File: config.mk
export PLATFORM = sky130hd
export DESIGN_NAME = imsa_top
export DESIGN_NICKNAME = d
export VERILOG_FILES = /design/src/verilog/imsa_pkg.sv /design/src/verilog/imsa_top.sv
export SDC_FILE = /design/constraint.sdc
export NUM_CORES = 1
export LEC_CHECK = 0
export BUFFER_PORTS_ARGS = -buffer_cell sky130_fd_sc_hd__buf_2
export CAP_MARGIN = 20
export CORE_MARGIN = 2
export CORE_UTILIZATION = 50
export CTS_CLUSTER_DIAMETER = 50
export DETAILED_ROUTE_END_ITERATION = 10
export PLACE_DENSITY = 0.73
export SLEW_MARGIN = 10
export SYNTH_ARGS = -nofsm -noshare
export SYNTH_HDL_FRONTEND = slang
export SYNTH_SLANG_ARGS = --single-unit
File: constraint.sdc
create_clock -name ref_clk -period 3.29 [get_ports ref_clk]
set_clock_uncertainty 0.15 [all_clocks]
set_input_delay 0 -clock ref_clk [delete_from_list [all_inputs] [get_ports ref_clk]]
set_output_delay 0 -clock ref_clk [all_outputs]
set_load 0.005 [all_outputs]
File: src/verilog/imsa_pkg.sv
package imsa_pkg;
    // register byte addresses on the APB side
    localparam logic [7:0] ADDR_CTRL = 8'h00;
    localparam logic [7:0] ADDR_STAT = 8'h04;
    localparam logic [7:0] ADDR_BUF = 8'h08;
    localparam logic [7:0] ADDR_RELOAD = 8'h0c;
    localparam logic [7:0] ADDR_CFG = 8'h10;
    // control_reg_2 bit positions
    localparam int CTL_START = 0;
    localparam int CTL_STOP = 2;
    localparam int CTL_RCV = 3;
    localparam int CTL_ACKEN = 4;
    localparam int CTL_ACKDT = 5;
    // status_reg bit positions
    localparam int ST_BF = 0;
    localparam int ST_ACKSTAT = 1;
    localparam int ST_START = 3;
    localparam int ST_STOP = 4;
    localparam int ST_WRITE_COLLISION_FLAG = 5;
    localparam int ST_PINT = 6;
    localparam int ST_BCL = 7;
    localparam int ST_OVF = 8;
    // configuration bit positions
    localparam int CFG_EN = 0;
    localparam int CFG_IE = 1;
    // reload field and its reset value
    localparam int RELOAD_W = 7;
    localparam logic [6:0] RELOAD_RST = 7'h09;
    // instruction-rate tick derived from the system clock
    localparam int CLK_PERIOD_NS = 8;
    localparam int INSTR_PERIOD_NS = 32;
    localparam int TICK_DIV = INSTR_PERIOD_NS / CLK_PERIOD_NS;
    localparam logic [3:0] LAST_BIT = 4'h7;
    localparam logic [3:0] ACK_BIT = 4'h8;

    typedef enum logic [4:0] {
        S_IDLE, S_START_CHK, S_START_CNT, S_START_HOLD,
        S_TX_LOW, S_TX_REL, S_TX_HIGH,
        S_RX_LOW, S_RX_REL, S_RX_HIGH,
        S_ACK_LOW, S_ACK_REL, S_ACK_HIGH,
        S_STOP_LOW, S_STOP_CNT, S_STOP_REL, S_STOP_HIGH, S_STOP_SDA, S_STOP_DONE
    } imsa_state_t;
endpackage

File: src/verilog/imsa_top.sv
`timescale 1ns/10ps
// Notes on behaviour
// RULE1: buffer write during receive ignored, collision flagged
// RULE2: ack enable pulls clock low, drives ack bit
// RULE3: software picks ack or nack beforehand
// RULE4: ack: period, release, period, clock low, idle
// RULE5: buffer write during ack ignored, collision flagged
// RULE6: stop drives data low, then counts period
// RULE7: stop releases clock, data one period later
// RULE8: stop seen sets flag, later interrupt
// RULE9: buffer write during stop ignored, collision flagged
// RULE10: counter holds until released clock reads high
// RULE11: port keeps working asleep, wakes on completion
// RULE12: reset disables port, aborts transfer
// RULE13: expected one read zero means collision
// RULE14: transmit collision halts, clears full, releases lines
// RULE15: condition collision aborts, clears enable bits
// RULE16: after collision, observed stop raises interrupt
// RULE17: next write restarts from first bit
// RULE18: software takes bus only when free
// RULE19: line low at start aborts with collision
// RULE20: start counts; low clock is collision
// RULE21: data low in start count asserts early
// RULE22: hold data low one period, then clock
// RULE23: period is reload count on instruction tick
module imsa_top
    import imsa_pkg::*;
(
    input wire logic ref_clk, // system clock
    input wire logic srst, // synchronous reset, high
    input wire logic psel, // apb select
    input wire logic penable, // apb enable
    input wire logic pwrite, // apb direction
    input wire logic [7:0] paddr, // apb byte address
    input wire logic [31:0] pwdata, // apb write data
    output logic [31:0] prdata, // apb read data
    output logic pready, // apb ready
    output logic pslverr, // apb error on unmapped address
    input wire logic sclIn, // clock line level
    output logic sclOut, // clock line drive value, always low
    output logic sclOen, // low while pulling clock line low
    input wire logic sdaIn, // data line level
    output logic sdaOut, // data line drive value, always low
    output logic sdaOen, // low while pulling data line low
    output logic wakeReq // wake request to the processor
);
    imsa_state_t state;
    logic [1:0] sclSync, sdaSync;
    logic sclS, sdaS, sdaPrev;
    logic [7:0] divCnt;
    logic tick;
    logic [RELOAD_W-1:0] brgCnt, rateReloadValue;
    logic expire, countState;
    logic [7:0] shiftRegister, xferBuffer;
    logic [3:0] bitCnt;
    logic startEn, stopEn, rcvEn, ackSeqEnable, ackDataBit, portEn, intEn;
    logic bufferFullFlag, ackStat, startDet, stopDet, writeCollisionFlag;
    logic portIntFlag, busCollisionFlag, rxOvf, lostArb;
    logic apbSetup, wrEv, rdEv, wrBuf, wrCtl, wrStat, busy, bufAccept, wcolEv;
    logic collide, startDone, ackDone, stopDone, rxDone, txEnd, txAckDone;
    logic stopSeen, busStart, busStop, txState;
    logic [31:0] rdValue;
    logic rdMapped;

    assign sclS = sclSync[1];
    assign sdaS = sdaSync[1];

    // two-stage synchronisers; only the second stage is read
    always_ff @(posedge ref_clk)
    begin
        if (srst)
        begin
            sclSync <= 2'h3;
            sdaSync <= 2'h3;
            sdaPrev <= 1'b1;
        end
        else
        begin
            sclSync <= {sclSync[0], sclIn};
            sdaSync <= {sdaSync[0], sdaIn};
            sdaPrev <= sdaSync[1];
        end
    end

    // instruction-rate tick that paces the bit-rate counter [RULE23]
    always_ff @(posedge ref_clk)
    begin
        if (srst || divCnt == 8'(TICK_DIV - 1))
            divCnt <= 8'h00;
        else
            divCnt <= divCnt + 8'h01;
    end
    assign tick = (divCnt == 8'(TICK_DIV - 1));

    // bus start/stop watcher, active whatever the sequencer does
    assign busStart = sclS && sdaPrev && !sdaS;
    assign busStop = sclS && !sdaPrev && sdaS;

    // apb decode; ready and data registered from the setup phase, no wait state
    assign apbSetup = psel && !penable;
    assign wrEv = psel && penable && pready && pwrite;
    assign rdEv = psel && penable && pready && !pwrite;
    assign wrBuf = wrEv && paddr == ADDR_BUF;
    assign wrCtl = wrEv && paddr == ADDR_CTRL;
    assign wrStat = wrEv && paddr == ADDR_STAT;
    assign busy = state != S_IDLE || startEn || stopEn || rcvEn || ackSeqEnable;
    assign bufAccept = wrBuf && !busy && portEn;
    assign wcolEv = wrBuf && busy; // [RULE1] [RULE5] [RULE9]
    assign txState = state == S_TX_LOW || state == S_TX_REL || state == S_TX_HIGH;

    always_comb
    begin
        rdValue = 32'h0;
        rdMapped = 1'b1;
        case (paddr)
            ADDR_CTRL:
            begin
                rdValue[CTL_START] = startEn;
                rdValue[CTL_STOP] = stopEn;
                rdValue[CTL_RCV] = rcvEn;
                rdValue[CTL_ACKEN] = ackSeqEnable;
                rdValue[CTL_ACKDT] = ackDataBit;
            end
            ADDR_STAT:
            begin
                rdValue[ST_BF] = bufferFullFlag;
                rdValue[ST_ACKSTAT] = ackStat;
                rdValue[ST_START] = startDet;
                rdValue[ST_STOP] = stopDet;
                rdValue[ST_WRITE_COLLISION_FLAG] = writeCollisionFlag;
                rdValue[ST_PINT] = portIntFlag;
                rdValue[ST_BCL] = busCollisionFlag;
                rdValue[ST_OVF] = rxOvf;
            end
            ADDR_BUF: rdValue[7:0] = xferBuffer;
            ADDR_RELOAD: rdValue[RELOAD_W-1:0] = rateReloadValue;
            ADDR_CFG:
            begin
                rdValue[CFG_EN] = portEn;
                rdValue[CFG_IE] = intEn;
            end
            default: rdMapped = 1'b0;
        endcase
    end

    always_ff @(posedge ref_clk)
    begin
        if (srst)
        begin
            pready <= 1'b0;
            pslverr <= 1'b0;
            prdata <= 32'h0;
        end
        else
        begin
            pready <= apbSetup;
            pslverr <= apbSetup && !rdMapped;
            prdata <= apbSetup ? rdValue : 32'h0;
        end
    end

    // sequence events; the counter only expires in counting states
    assign countState = state inside {S_START_CNT, S_START_HOLD, S_TX_LOW, S_TX_HIGH, S_RX_LOW, S_RX_HIGH,
                                      S_ACK_LOW, S_ACK_HIGH, S_STOP_CNT, S_STOP_HIGH, S_STOP_DONE};
    assign expire = countState && tick && brgCnt == '0;
    always_comb
    begin
        collide = 1'b0;
        unique case (state)
            S_START_CHK: collide = !sdaS || !sclS; // [RULE19]
            S_START_CNT: collide = sdaS && !sclS; // [RULE20]
            S_TX_HIGH: collide = bitCnt != ACK_BIT && sdaOen && !sdaS; // [RULE13]
            S_ACK_HIGH: collide = sdaOen && !sdaS; // [RULE13]
            S_STOP_HIGH: collide = !sclS; // [RULE13]
            default: collide = 1'b0;
        endcase
    end
    assign startDone = state == S_START_HOLD && expire;
    assign ackDone = state == S_ACK_HIGH && expire && !collide;
    assign stopSeen = state == S_STOP_SDA && sdaS && sclS;
    assign stopDone = state == S_STOP_DONE && expire;
    assign rxDone = state == S_RX_HIGH && expire && bitCnt == LAST_BIT;
    assign txEnd = state == S_TX_HIGH && expire && !collide && bitCnt == LAST_BIT;
    assign txAckDone = state == S_TX_HIGH && expire && bitCnt == ACK_BIT;

    // sequencer: line drives, bit-rate counter, shifting
    always_ff @(posedge ref_clk)
    begin
        if (srst || !portEn)
        begin
            state <= S_IDLE; // [RULE12]
            sclOen <= 1'b1;
            sdaOen <= 1'b1;
            brgCnt <= '0;
            bitCnt <= 4'h0;
            shiftRegister <= 8'h00;
            ackStat <= 1'b0;
        end
        else
        begin
            if (countState && tick && brgCnt != '0)
                brgCnt <= brgCnt - 1'b1; // [RULE23]
            unique case (state)
                S_IDLE:
                begin
                    if (startEn)
                        state <= S_START_CHK;
                    else if (stopEn)
                    begin
                        sdaOen <= 1'b0; // [RULE6]
                        state <= S_STOP_LOW;
                    end
                    else if (rcvEn)
                    begin
                        sdaOen <= 1'b1;
                        sclOen <= 1'b0;
                        brgCnt <= rateReloadValue;
                        bitCnt <= 4'h0;
                        state <= S_RX_LOW;
                    end
                    else if (ackSeqEnable)
                    begin
                        sclOen <= 1'b0; // [RULE2]
                        sdaOen <= ackDataBit; // [RULE2] [RULE3]
                        brgCnt <= rateReloadValue;
                        state <= S_ACK_LOW;
                    end
                    else if (bufAccept)
                    begin
                        shiftRegister <= pwdata[7:0]; // always from the first bit [RULE17]
                        sdaOen <= pwdata[7];
                        sclOen <= 1'b0;
                        bitCnt <= 4'h0;
                        brgCnt <= rateReloadValue;
                        state <= S_TX_LOW;
                    end
                end
                S_START_CHK:
                begin
                    brgCnt <= rateReloadValue; // [RULE20]
                    state <= S_START_CNT;
                end
                S_START_CNT:
                begin
                    if (!sdaS || expire)
                    begin
                        sdaOen <= 1'b0; // early when another master leads [RULE21] [RULE22]
                        brgCnt <= rateReloadValue;
                        state <= S_START_HOLD;
                    end
                end
                S_START_HOLD:
                begin
                    if (expire)
                    begin
                        sclOen <= 1'b0; // low clock ignored while holding [RULE22]
                        state <= S_IDLE;
                    end
                end
                S_TX_LOW, S_RX_LOW, S_ACK_LOW:
                begin
                    if (expire)
                    begin
                        sclOen <= 1'b1;
                        state <= state == S_TX_LOW ? S_TX_REL : (state == S_RX_LOW ? S_RX_REL : S_ACK_REL);
                    end
                end
                S_TX_REL, S_RX_REL, S_ACK_REL, S_STOP_REL:
                begin
                    // a slave may stretch the clock; high time starts on the real edge
                    if (sclS)
                    begin
                        brgCnt <= rateReloadValue; // [RULE10]
                        unique case (state)
                            S_TX_REL: state <= S_TX_HIGH;
                            S_RX_REL: state <= S_RX_HIGH;
                            S_ACK_REL: state <= S_ACK_HIGH;
                            default: state <= S_STOP_HIGH;
                        endcase
                    end
                end
                S_TX_HIGH:
                begin
                    if (expire)
                    begin
                        sclOen <= 1'b0;
                        brgCnt <= rateReloadValue;
                        if (bitCnt == ACK_BIT)
                        begin
                            ackStat <= sdaS;
                            state <= S_IDLE; // counter suspended, clock held low
                        end
                        else
                        begin
                            bitCnt <= bitCnt + 4'h1;
                            shiftRegister <= {shiftRegister[6:0], 1'b0};
                            sdaOen <= bitCnt == LAST_BIT ? 1'b1 : shiftRegister[6];
                            state <= S_TX_LOW;
                        end
                    end
                end
                S_RX_HIGH:
                begin
                    if (expire)
                    begin
                        shiftRegister <= {shiftRegister[6:0], sdaS};
                        sclOen <= 1'b0;
                        bitCnt <= bitCnt + 4'h1;
                        brgCnt <= rateReloadValue;
                        state <= bitCnt == LAST_BIT ? S_IDLE : S_RX_LOW;
                    end
                end
                S_ACK_HIGH:
                begin
                    if (expire)
                    begin
                        sclOen <= 1'b0; // [RULE4]
                        state <= S_IDLE;
                    end
                end
                S_STOP_LOW:
                begin
                    if (!sdaS)
                    begin
                        brgCnt <= rateReloadValue; // [RULE6]
                        state <= S_STOP_CNT;
                    end
                end
                S_STOP_CNT:
                begin
                    if (expire)
                    begin
                        sclOen <= 1'b1; // [RULE7]
                        state <= S_STOP_REL;
                    end
                end
                S_STOP_HIGH:
                begin
                    if (expire)
                    begin
                        sdaOen <= 1'b1; // one period after the clock went high [RULE7]
                        state <= S_STOP_SDA;
                    end
                end
                S_STOP_SDA:
                begin
                    if (stopSeen)
                    begin
                        brgCnt <= rateReloadValue;
                        state <= S_STOP_DONE;
                    end
                end
                S_STOP_DONE:
                begin
                    if (expire)
                        state <= S_IDLE;
                end
                default: state <= S_IDLE;
            endcase
            if (collide)
            begin
                sclOen <= 1'b1; // [RULE14] [RULE15]
                sdaOen <= 1'b1;
                state <= S_IDLE; // [RULE13] [RULE19]
            end
        end
    end

    // control bits; only one condition may be queued at a time
    always_ff @(posedge ref_clk)
    begin
        if (srst)
        begin
            {startEn, stopEn, rcvEn, ackSeqEnable, ackDataBit} <= 5'h00;
            portEn <= 1'b0;
            intEn <= 1'b0;
            rateReloadValue <= RELOAD_RST;
        end
        else
        begin
            if (wrCtl)
                ackDataBit <= pwdata[CTL_ACKDT];
            if (wrCtl && !busy && portEn)
            begin
                startEn <= pwdata[CTL_START];
                stopEn <= pwdata[CTL_STOP] && !pwdata[CTL_START];
                rcvEn <= pwdata[CTL_RCV] && !pwdata[CTL_START] && !pwdata[CTL_STOP];
                ackSeqEnable <= pwdata[CTL_ACKEN] && !pwdata[CTL_START] && !pwdata[CTL_STOP] && !pwdata[CTL_RCV];
            end
            if (startDone)
                startEn <= 1'b0;
            if (ackDone)
                ackSeqEnable <= 1'b0; // [RULE4]
            if (stopDone)
                stopEn <= 1'b0; // [RULE8]
            if (rxDone)
                rcvEn <= 1'b0;
            if (collide || !portEn)
            begin
                startEn <= 1'b0; // [RULE15]
                stopEn <= 1'b0;
                ackSeqEnable <= 1'b0;
                rcvEn <= 1'b0;
            end
            if (wrEv && paddr == ADDR_CFG)
            begin
                portEn <= pwdata[CFG_EN];
                intEn <= pwdata[CFG_IE];
            end
            if (wrEv && paddr == ADDR_RELOAD)
                rateReloadValue <= pwdata[RELOAD_W-1:0];
        end
    end

    // status flags and transfer buffer; a set beats a same-cycle clear
    always_ff @(posedge ref_clk)
    begin
        if (srst)
        begin
            {bufferFullFlag, startDet, stopDet, writeCollisionFlag} <= 4'h0;
            {portIntFlag, busCollisionFlag, rxOvf, lostArb} <= 4'h0;
            xferBuffer <= 8'h00;
            wakeReq <= 1'b0;
        end
        else
        begin
            if (wrStat && pwdata[ST_WRITE_COLLISION_FLAG])
                writeCollisionFlag <= 1'b0;
            if (wcolEv)
                writeCollisionFlag <= 1'b1; // [RULE1] [RULE5] [RULE9]
            if (bufAccept)
                xferBuffer <= pwdata[7:0];
            else if (rxDone)
                xferBuffer <= {shiftRegister[6:0], sdaS};
            if ((rdEv && paddr == ADDR_BUF) || txEnd || (collide && txState))
                bufferFullFlag <= 1'b0; // [RULE14]
            if (bufAccept || rxDone)
                bufferFullFlag <= 1'b1;
            if (wrStat && pwdata[ST_OVF])
                rxOvf <= 1'b0;
            if (rxDone && bufferFullFlag)
                rxOvf <= 1'b1;
            if (busStart)
                {startDet, stopDet} <= 2'h2;
            if (busStop || stopSeen)
                {startDet, stopDet} <= 2'h1; // [RULE8]
            if (busStop)
                lostArb <= 1'b0;
            if (collide)
                lostArb <= 1'b1;
            if (wrStat && pwdata[ST_BCL])
                busCollisionFlag <= 1'b0;
            if (collide)
                busCollisionFlag <= 1'b1; // [RULE13]
            if (wrStat && pwdata[ST_PINT])
                portIntFlag <= 1'b0;
            if (startDone || ackDone || stopDone || rxDone || txAckDone || (busStop && lostArb))
                portIntFlag <= 1'b1; // [RULE8] [RULE16]
            wakeReq <= portIntFlag && intEn; // works without the processor clock [RULE11]
        end
    end

    // pins only ever pull low; the enables carry the level
    always_ff @(posedge ref_clk)
    begin
        sclOut <= 1'b0;
        sdaOut <= 1'b0;
    end
endmodule

==> impl_metrics.yaml, run 1 <==
run_status:
  status: "finished clean"
routing:
  drt_wl_total_um: 14400
  first_pass_iters: 6
  wl_per_cell_um: 17.5
  via_per_inst: 5.95
  vias: 4889
  route.detailed.drc: 0
  drt-initial-drc-count: 280
  antenna_left: 0
sta:
  slew_headroom: 0.446
  finalHoldViolCount: 0
  setup_tns_ps: 0
  rsz0062_at_grt: "false"
  finalCritPeriodShare: 0.874
  fmax_mhz: 348
  setup-violations-final: 0
  period_minus_slack_ps: 2880
  worst_pin_slew_ps: 831
  maxSlewViolCount: 0
clocking:
  clk_path_buf_depth: 2
  insertion_delay_ps: 370
  path_clk_slew_ps: 90
  cts-resized-gates: 0
  cts-root-buf: "clkbuf_8"
  post_cts_buffers: 0
  cts_inserted_buffers: 9
  cts_tree: "built"
  cts_sinks: 81
  cts.htree.levels: 3
logic_synthesis:
  synth.distinct_cells: 70
  synth-seq-area-share: 0.328
  mappedNetlistArea_um2: 4950
  ys_ff_latch: 81
  ys.flop_type: "dfxtp_1"
  synthesis.instances: 636
  synth.avg_cell_area_um2: 7.78
  yosys_warnings: 0
  async_flop_share: 0
  synth_edf_count: 0
worst_setup_path:
  worst_setup_path_end_kind: "flip-flop"
  crit_required_ps: 3410
  cp_max_fo: 14
  cp_data_arrival_time_ps: 3000
  rrSetupSlack_ps: 410
  critPathKind: "flip-flop to flip-flop"
  critPathLaunchType: "flip-flop"
  reg2reg_depth: 6
  r2r_start: "brgCnt[2]"
  reg2reg_to: "shiftRegister[3]"
final_layout:
  syn2layout_area_growth_pct: 13.1
  diodes: 0
  final_cells: 822
  fill_cells: 908
  drive_above_1_share: 0.138
  finalNetCount: 736
floorplanning:
  core_um2: 9680
  pin_count: 86
  die_x_um: 103
  initial_core_util: 0.511
  dieArea_um2: 10700
  die_h_um: 103
  rows: 36
placement:
  hpwl_um: 10400
  port_buffers: 37
  dp_cells: 784
  place.gp.congestion: 0.955
job:
  maxCapViolCount: 0
pwr:
  ir_drop_mv: 0.182
  cellLeakagePower_nw: 2.10
  power_density_nw_per_um2: 316
hold_path:
  min_to: "bufferFullFlag"
  holdPathStages: 5
  hold_class: "input port to flip-flop"
  hold_start: "penable"
global_route:
  grt_max_degree: 30
  track_usage: 0.270
  grt_overflow: 0
  antenna_found_initial: 0
  grt_pass1_wl_um: 22300
  grt_pass1_vias: 4538
timing repair:
item                                    in CTS  in global routing
hold endpoints to repair                    44                  0
endpoints found under the setup margin       0                  0
hold buffers                                22                  0
sequential cells by signal, summed over array words and instances (netlist names), 2 cells and up:
register and flops:
rateReloadValue 7, divCnt 8, xferBuffer 8, brgCnt 7
bitCnt 4, sdaSync 2, state 5, shiftRegister 7
prdata 9, sclSync 2
cell families (layout without fill, tap and decap cells):
group / after synthesis / count (layout) / share of synthesized area
DFF: 81 / 81 / 0.328
muxes: 23 / 23 / 0.0473
other: 1 / 25 / 0.000758
buffers and inverters: 86 / 115 / 0.0857
and+or+nand+nor: 262 / 262 / 0.278
xor gates and xnor gates: 10 / 10 / 0.0177
AOI/OAI and AO/OA: 168 / 168 / 0.231
adders and majority gates: 5 / 5 / 0.0126
metal layers:
metal  routed length, µm  track usage  vias to the layer above
met1                6060        0.333                     2290
met3                1050       0.0699                       41
met4                 382       0.0860                        0
li1                    -            -                     2349
met2                6890        0.462                      209
met5                   0            0                        -
worst max-delay path: stages, from the launching register on:
cell and delay (ps):
dfxtp_1 370, or4_4 540, or3b_1 500, a211o_4 410
o31ai_4 480, nor2_1 90, a211oi_1 230
through the flow:
step	power, mW	setup WS [ps]	hold WS [ps]	utilization	cell area, µm²
2_1_floorplan	1.09	636	-46.2	-	5040
3_5_place_dp	1.10	440	39.5	0.537	5200
4_1_cts	1.77	414	79.3	0.578	5600
5_1_grt	1.84	170	111	0.578	5600
6_report	1.77	414	83.6	0.578	5600
3_3_place_gp	1.10	471	35.4	0.537	5200
power breakdown:
part           total (mW)  internal (mW)  switching (mW)
Combinational       0.104         0.0455          0.0581
Clock               0.669          0.292           0.377
Sequential          0.998          0.988         0.00933
Total                1.77           1.33           0.444
cell type report:
class / instances / area [µm²] / share of cell area
Timing Repair Buffer: 79 / 568 / 0.101
Clock buffer: 11 / 141 / 0.0253
Multi-Input combinational cell: 493 / 2990 / 0.535
Sequential cell: 81 / 1620 / 0.290
Inverter: 20 / 75.1 / 0.0134
Tap cell: 133 / 166 / 0.0297
Clock inverter: 5 / 31.3 / 0.00559
cells in the mapped netlist (3+ instances only):
cell type  count  area [µm²]
nor3_1        26         130
nor2b_1       12        75.1
a21oi_1       47         235
nand3b_1       4        30.0
inv_1         20        75.1
a31oi_1        9        56.3
mux2_2         3        33.8
buf_2          3        15.0
clkbuf_1      34         128
buf_4         26         195
nor2_1        83         312
o21ai_0       28         140
nor4_1         6        37.5
a22oi_1        8        60.1
nand2_1       34         128
and2_1         9        56.3
xor2_1         6        52.6
and3_1         6        37.5
a21o_1         9        67.6
a311oi_1       7        61.3
buf_1          3        11.3
a211oi_1      19         143
or3_1          5        31.3
a22o_1         4        35.0
or3b_2         4        35.0
dfxtp_1       81        1620
nand4b_1       4        35.0
nand4_1        6        37.5
a211o_1        5        43.8
or2_2          8        50.1
xnor2_1        4        35.0
ha_1           5        62.6
and4_1         3        26.3
nand3_1       19        95.1
mux2i_1       20         200
nand2b_1      13        81.3
o22ai_1        5        31.3
or4_1          8        60.1
worst max path at each step:
stage	start	endpoint	slack, ps	depth (start not counted)
6_report	brgCnt[2]	shiftRegister[3]	410	6
5_1_grt	state[2]	brgCnt[1]	170	7
4_1_cts	brgCnt[2]	shiftRegister[0]	410	6
3_5_place_dp	brgCnt[2]	shiftRegister[0]	440	6
3_3_place_gp	brgCnt[2]	shiftRegister[4]	470	6
2_1_floorplan	brgCnt[2]	state[4]	640	7
cells in the final DEF (no fill, tap or decap), types with 10 or more instances in the layout:
| cell | synthesis | final |
|---|---|---|
| a211oi_1 | 19 | 19 |
| a21oi_1 | 47 | 47 |
| buf_2 | 3 | 37 |
| buf_4 | 26 | 19 |
| clkbuf_8 | 0 | 10 |
| conb_1 | 1 | 25 |
| dfxtp_1 | 81 | 81 |
| dlygate4sd3_1 | 0 | 22 |
| inv_1 | 20 | 20 |
| mux2i_1 | 20 | 20 |
| nand2_1 | 34 | 34 |
| nand2b_1 | 13 | 13 |
| nand3_1 | 19 | 19 |
| nor2_1 | 83 | 83 |
| nor2b_1 | 12 | 12 |
| nor3_1 | 26 | 26 |
| o21ai_0 | 28 | 28 |
Power figures use the tool's default switching activity.
==> run 2, diff against run 1 <==
--- a/config.mk
+++ b/config.mk
@@ -5,6 +5,7 @@
 export SDC_FILE = /design/constraint.sdc
 export NUM_CORES = 1
 export LEC_CHECK = 0
+export ABC_AREA = 1
 export BUFFER_PORTS_ARGS = -buffer_cell sky130_fd_sc_hd__buf_2
 export CAP_MARGIN = 20
 export CORE_MARGIN = 2
==> run 2 against run 1 <==
Compared with the run above:
- global-route usage is 1.0 points higher
- hold slack worse by 66 ps
- utilization is 0.13 points higher
- sequential share of layout area is 1.9 points lower
- fmax is 9.7% lower
- critical path depth is 6 higher
- area after synthesis is 7.2% higher
- flip-flop and latch count stayed put
- largest power group unchanged
==> impl_metrics.yaml, run 2 <==
pwr:
  seqPwrFrac: 0.528
  p_sw_frac: 0.251
  internal-power_mw: 1.41
  ir_drop_mv: 0.242
  cellLeakagePower_nw: 2.88
  combPwrFrac: 0.060
  pwr-share-clk: 0.412
  power_density_nw_per_um2: 315
  switching_power_mw: 0.474
sta:
  period_minus_slack_ps: 3190
  setup_tns_ps: 0
  setup-violations-final: 0
  fmax_mhz: 314
  finalHoldViolCount: 0
  slew_headroom: 0.464
  worst_pin_slew_ps: 796
  hold_ws_ps: 17.7
  finalCritPeriodShare: 0.968
  maxSlewViolCount: 0
  rsz0062_at_grt: "false"
routing:
  vias: 5781
  drt-initial-drc-count: 610
  via_per_inst: 5.49
  route.detailed.drc: 0
  drt_wl_total_um: 15400
  first_pass_iters: 8
  wl_per_cell_um: 14.6
  antenna_left: 0
worst_setup_path:
  worstPathCellList: "dlygate4sd3_1 > buf_2 > nor2_1 > nand2_1 > nor2_1 > inv_1 > nor4_1 > dlygate4sd3_1 > nand2_1 > o21ai_0 > a21oi_1 > dlygate4sd3_1"
  critPathKind: "input port to flip-flop"
  critPathTopFamily: "buffers and inverters"
  slowest_delay_ps: 670
  critPathLaunchType: "input port"
  slowest_stage: "dlygate4sd3_1"
  path_buf_inv: 5
  cp_data_arrival_time_ps: 3300
  worst_path_most_repeated_cell: "dlygate4sd3_1"
  cp_max_fo: 4
  crit_required_ps: 3400
  worst_setup_path_end_kind: "flip-flop"
final_layout:
  fill_cells: 1008
  mostFrequentLayoutCell: "nand2_1"
  mostFrequentLayoutCells: "nand2_1 (180), inv_1 (117), nor2_1 (114)"
  top_regs: "prdata: 9 flops, divCnt: 8 flops, xferBuffer: 8 flops"
  drive_above_1_share: 0.109
  syn2layout_area_growth_pct: 12.8
  finalNetCount: 964
  diodes: 0
  largest_register_ffs: 9
  top_register: "prdata"
logic_synthesis:
  synth.distinct_cells: 48
  synthesis.instances: 850
  synth.largest_area_cell: "dfxtp_1"
  synth.avg_cell_area_um2: 6.24
  mappedNetlistArea_um2: 5300
  ys.flop_type: "dfxtp_1"
  synth_edf_count: 0
  async_flop_share: 0
  yosys-top-cells-count: "nand2_1 (180), inv_1 (117), nor2_1 (114)"
  ys_ff_latch: 81
  yosys_warnings: 0
  ys_top_cells_by_area: "dfxtp_1 (31%), nand2_1 (13%), inv_1 (8.3%), nor2_1 (8.1%), nand3_1 (6.6%)"
  yosys.area.top_type_share: 0.306
  synth_most_common_cell: "nand2_1"
  synth-seq-area-share: 0.306
floorplanning:
  core_um2: 10300
  pin_count: 86
  die_x_um: 107
  dieArea_um2: 11400
  rows: 37
  initial_core_util: 0.514
  die_h_um: 107
placement:
  hpwl_um: 11300
  port_buffers: 37
  place.gp.congestion: 0.949
clocking:
  clk_path_buf_depth: 2
  cts.htree.levels: 3
  post_cts_buffers: 0
  cts_inserted_buffers: 9
  insertion_delay_ps: 370
  path_clk_slew_ps: 90
  cts-root-buf: "clkbuf_8"
  cts_sinks: 81
  cts_tree: "built"
job:
  maxCapViolCount: 0
global_route:
  antenna_found_initial: 0
  grt_max_degree: 25
  grt_overflow: 0
  track_usage: 0.280
  grt_pass1_vias: 5280
  grt_pass1_wl_um: 25400
hold_path:
  hold_class: "input port to flip-flop"
run_status:
  status: "finished clean"
==> run 2: cell count changes after synthesis, moves of 9 or more <==
cell	before	now
nor2_1	83	114
clkbuf_1	34	12
nor2b_1	12	0
a211oi_1	19	2
nand2_1	34	180
inv_1	20	117
nand2_2	0	9
nand3_1	19	70
nand2b_1	13	0
mux2i_1	20	0
a21o_1	9	0
and2_1	9	0
o21ai_0	28	65
nor3_1	26	12
==> run 2: cell families after synthesis <==
family / synth area share
compound gates: 0.164
simple gates: 0.364
xor+xnor: 0.00991
other cells: 0.000707
flops: 0.306
buf+inv: 0.144
fa+ha+maj: 0.0118
==> run 2: path summary, 6_finish.rpt <==
kind,start,endpoint,slack (ps),depth (start not counted)
max,paddr[0],intEn,100,12
max reg2reg,state[4],rxOvf,460,12
min reg2reg,sclSync[0],sclSync[1],270,1
min,paddr[6],pslverr,20,5
==> run 2: metrics by stage <==
step / setup slack [ps] / cells / total power [mW] / utilization / area (µm²)
floorplan: 1210 / 874 / 1.09 / - / 5390
global placement: 734 / 1012 / 1.11 / 0.535 / 5520
detailed placement: 713 / 1012 / 1.11 / 0.535 / 5520
CTS: 239 / 1053 / 1.89 / 0.579 / 5980
global route: 40.7 / 1053 / 1.97 / 0.579 / 5980
finish: 104 / 1053 / 1.89 / 0.579 / 5980
==> run 2: tightest hold or removal path, stage by stage <==
cell and delay [ps]:
buf_2 70, nor2_1 40, inv_1 70, nor4_1 100, nor4_1 190
==> run 2: final cells by class <==
cell class              count  area [µm²]  share of cell area
inverters                 129         488              0.0816
multi-input cells         622        3010               0.503
flip-flops and latches     81        1620               0.271
clock inverters             5        63.8              0.0107
repair buffers             69         488              0.0816
clock buffers              11         141              0.0236
well taps                 136         170              0.0285
==> run 2: repair_timing <==
item,in CTS,in global routing
endpoints found under the hold margin,40,0
gates resized for setup,0,0
hold buffers,25,0
==> run 2: power by group through the flow <==
stage,Sequential [mW],Clock (mW),Combinational (mW)
finish,0.995,0.777,0.114
global route,0.997,0.842,0.128
CTS,0.995,0.785,0.112
detailed placement,1.02,0,0.0925
global placement,1.02,0,0.0912
floorplan,1.02,0,0.0795
==> run 2: metal layers <==
metal,global-route usage,vias to the layer above,share of wire
li1,-,2837,-
met1,0.380,2611,0.44
met2,0.443,289,0.44
met3,0.0462,44,0.087
met4,0.119,0,0.030
met5,0,-,0
==> run 3, diff against run 2 <==
--- a/config.mk
+++ b/config.mk
@@ -13,6 +13,7 @@
 export CTS_CLUSTER_DIAMETER = 50
 export DETAILED_ROUTE_END_ITERATION = 10
 export PLACE_DENSITY = 0.73
+export SETUP_SLACK_MARGIN = 0.2
 export SLEW_MARGIN = 10
 export SYNTH_ARGS = -nofsm -noshare
 export SYNTH_HDL_FRONTEND = slang
==> run 3 against run 2 <==
Compared with the run above:
- hold slack got worse by 5.9 ps
- utilization is the same
- flip-flop and latch count stayed put
- worst setup slack better by 370 ps
- sequential share of layout area is the same
- critical path depth stayed put
- count of clock-buffer cells in the layout stayed put
- first-iteration DRC count increased by 3.0%
- via count is 0.43% higher
- die area unchanged
- critical path type is now flip-flop to flip-flop
- largest cell class unchanged
- highest routed layer unchanged
==> impl_metrics.yaml, run 3 (synthesis gave the netlist of run 2 again) <==
worst_setup_path:
  worstPathCellList: "inv_2 > nand2_2 > nor2_1 > nand2_1 > nand2_1 > nor2_1 > nand2_4 > nand3_4 > nor3_2 > nand2_1 > a21oi_1 > dlygate4sd3_1"
  crit_required_ps: 3460
  critPathTopFamily: "simple AND/OR/NAND/NOR gates"
  slowest_stage: "dlygate4sd3_1"
  reg2reg_to: "rxOvf"
  crit_start: "state[4]"
  crit_path_end: "rxOvf"
  rrSetupSlack_ps: 470
  worst_path_most_repeated_cell: "nand2_1"
  reg2reg_depth: 12
  path_buf_inv: 2
  r2r_start: "state[4]"
  cp_data_arrival_time_ps: 2990
  worst-path-stages: 12
  worst_setup_path_end_kind: "flip-flop"
  cp_max_fo: 19
  slowest_delay_ps: 550
  critPathKind: "flip-flop to flip-flop"
  critPathLaunchType: "flip-flop"
final_layout:
  mostFrequentLayoutCell: "nand2_1"
  syn2layout_area_growth_pct: 12.8
  largest_register_ffs: 9
  finalNetCount: 964
  design_area_um2: 5980
  drive_above_1_share: 0.109
  fill_cells: 1011
  top_regs: "prdata: 9 flops, divCnt: 8 flops, xferBuffer: 8 flops"
  diodes: 0
  mostFrequentLayoutCells: "nand2_1 (180), inv_1 (117), nor2_1 (114)"
  top_register: "prdata"
floorplanning:
  die_x_um: 107
  rows: 37
  initial_core_util: 0.514
  die_h_um: 107
  pin_count: 86
  core_um2: 10300
  dieArea_um2: 11400
clocking:
  cts_sinks: 81
  cts_inserted_buffers: 9
  post_cts_buffers: 0
  cts_hold_buf: 25
  cts_tree: "built"
  cts-resized-gates: 0
  cts.htree.levels: 3
  path_clk_slew_ps: 90
  insertion_delay_ps: 370
  cts-root-buf: "clkbuf_8"
  clk_path_buf_depth: 2
global_route:
  grt_overflow: 0
  grt_pass1_wl_um: 25400
  antenna_found_initial: 0
  grt_max_degree: 25
  grt_pass1_vias: 5285
  track_usage: 0.281
routing:
  antenna_left: 0
  wl_per_cell_um: 14.6
  route.detailed.drc: 0
  vias: 5806
  drt_wl_total_um: 15400
  via_per_inst: 5.51
  first_pass_iters: 7
  drt-initial-drc-count: 628
pwr:
  power_density_nw_per_um2: 316
  totalPowerFinal_mw: 1.89
  ir_drop_mv: 0.241
  cellLeakagePower_nw: 2.87
placement:
  place.gp.congestion: 0.949
  place_area_um2: 5520
  hpwl_um: 11300
  port_buffers: 37
sta:
  finalCritPeriodShare: 0.857
  period_minus_slack_ps: 2820
  maxSlewViolCount: 0
  rsz0062_at_grt: "false"
  setup_tns_ps: 0
  finalHoldViolCount: 0
  slew_headroom: 0.463
  fmax_mhz: 355
  setup-violations-final: 0
  worst_pin_slew_ps: 798
job:
  maxCapViolCount: 0
run_status:
  status: "finished clean"
hold_path:
  hold_class: "input port to flip-flop"
run 3: cell counts in the layout (fill, tap and decap cells not counted):
No cell type changed its count.
run 3: worst min path at each step:
| stage | end | from | cells past startpoint |
|---|---|---|---|
| after floorplan | sclSync[0] | sclIn | 1 |
| after global placement | sclSync[0] | sclIn | 2 |
| after detailed placement | sdaSync[0] | sdaIn | 2 |
| after CTS | pslverr | paddr[6] | 5 |
| after global routing | pslverr | paddr[4] | 4 |
| final | pslverr | paddr[6] | 5 |
run 3: report_power, final:
part | switching (mW) | leakage, nW | total, mW | internal (mW)
clock | 0.402 | 0.100 | 0.779 | 0.377
sequential | 0.00678 | 0.654 | 0.995 | 0.988
combinational | 0.0679 | 2.12 | 0.114 | 0.0463
run 3: stage by stage:
step	worst slack, ps	cells	hold WS (ps)	util
after CTS	511	1053	4.65	0.579
final	470	1053	11.8	0.579
after detailed placement	713	1012	37.1	0.535
after floorplan	1210	874	-46.2	-
after global placement	734	1012	32.2	0.535
after global routing	268	1053	51.2	0.579
run 3: layout make-up:
class                   instances  area, µm²  share of cell area
clock inverters                 5       63.8              0.0107
multi-input cells             622       3010               0.503
clock buffers                  11        141              0.0236
flip-flops and latches         81       1620               0.271
repair buffers                 69        488              0.0816
well taps                     136        170              0.0285
inverters                     129        488              0.0816
run 3: tightest hold or removal path, delay by kind of cell:
kind,cells,cell delay (ps)
buffers and inverters,2,140
and+or+nand+nor,3,330
run 3: layer usage:
layer | part of all wire | vias to the layer above | GRT usage
met5 | 0 | - | 0
met4 | 0.034 | 0 | 0.121
met3 | 0.089 | 55 | 0.0407
met2 | 0.44 | 309 | 0.449
met1 | 0.43 | 2596 | 0.378
li1 | - | 2846 | -
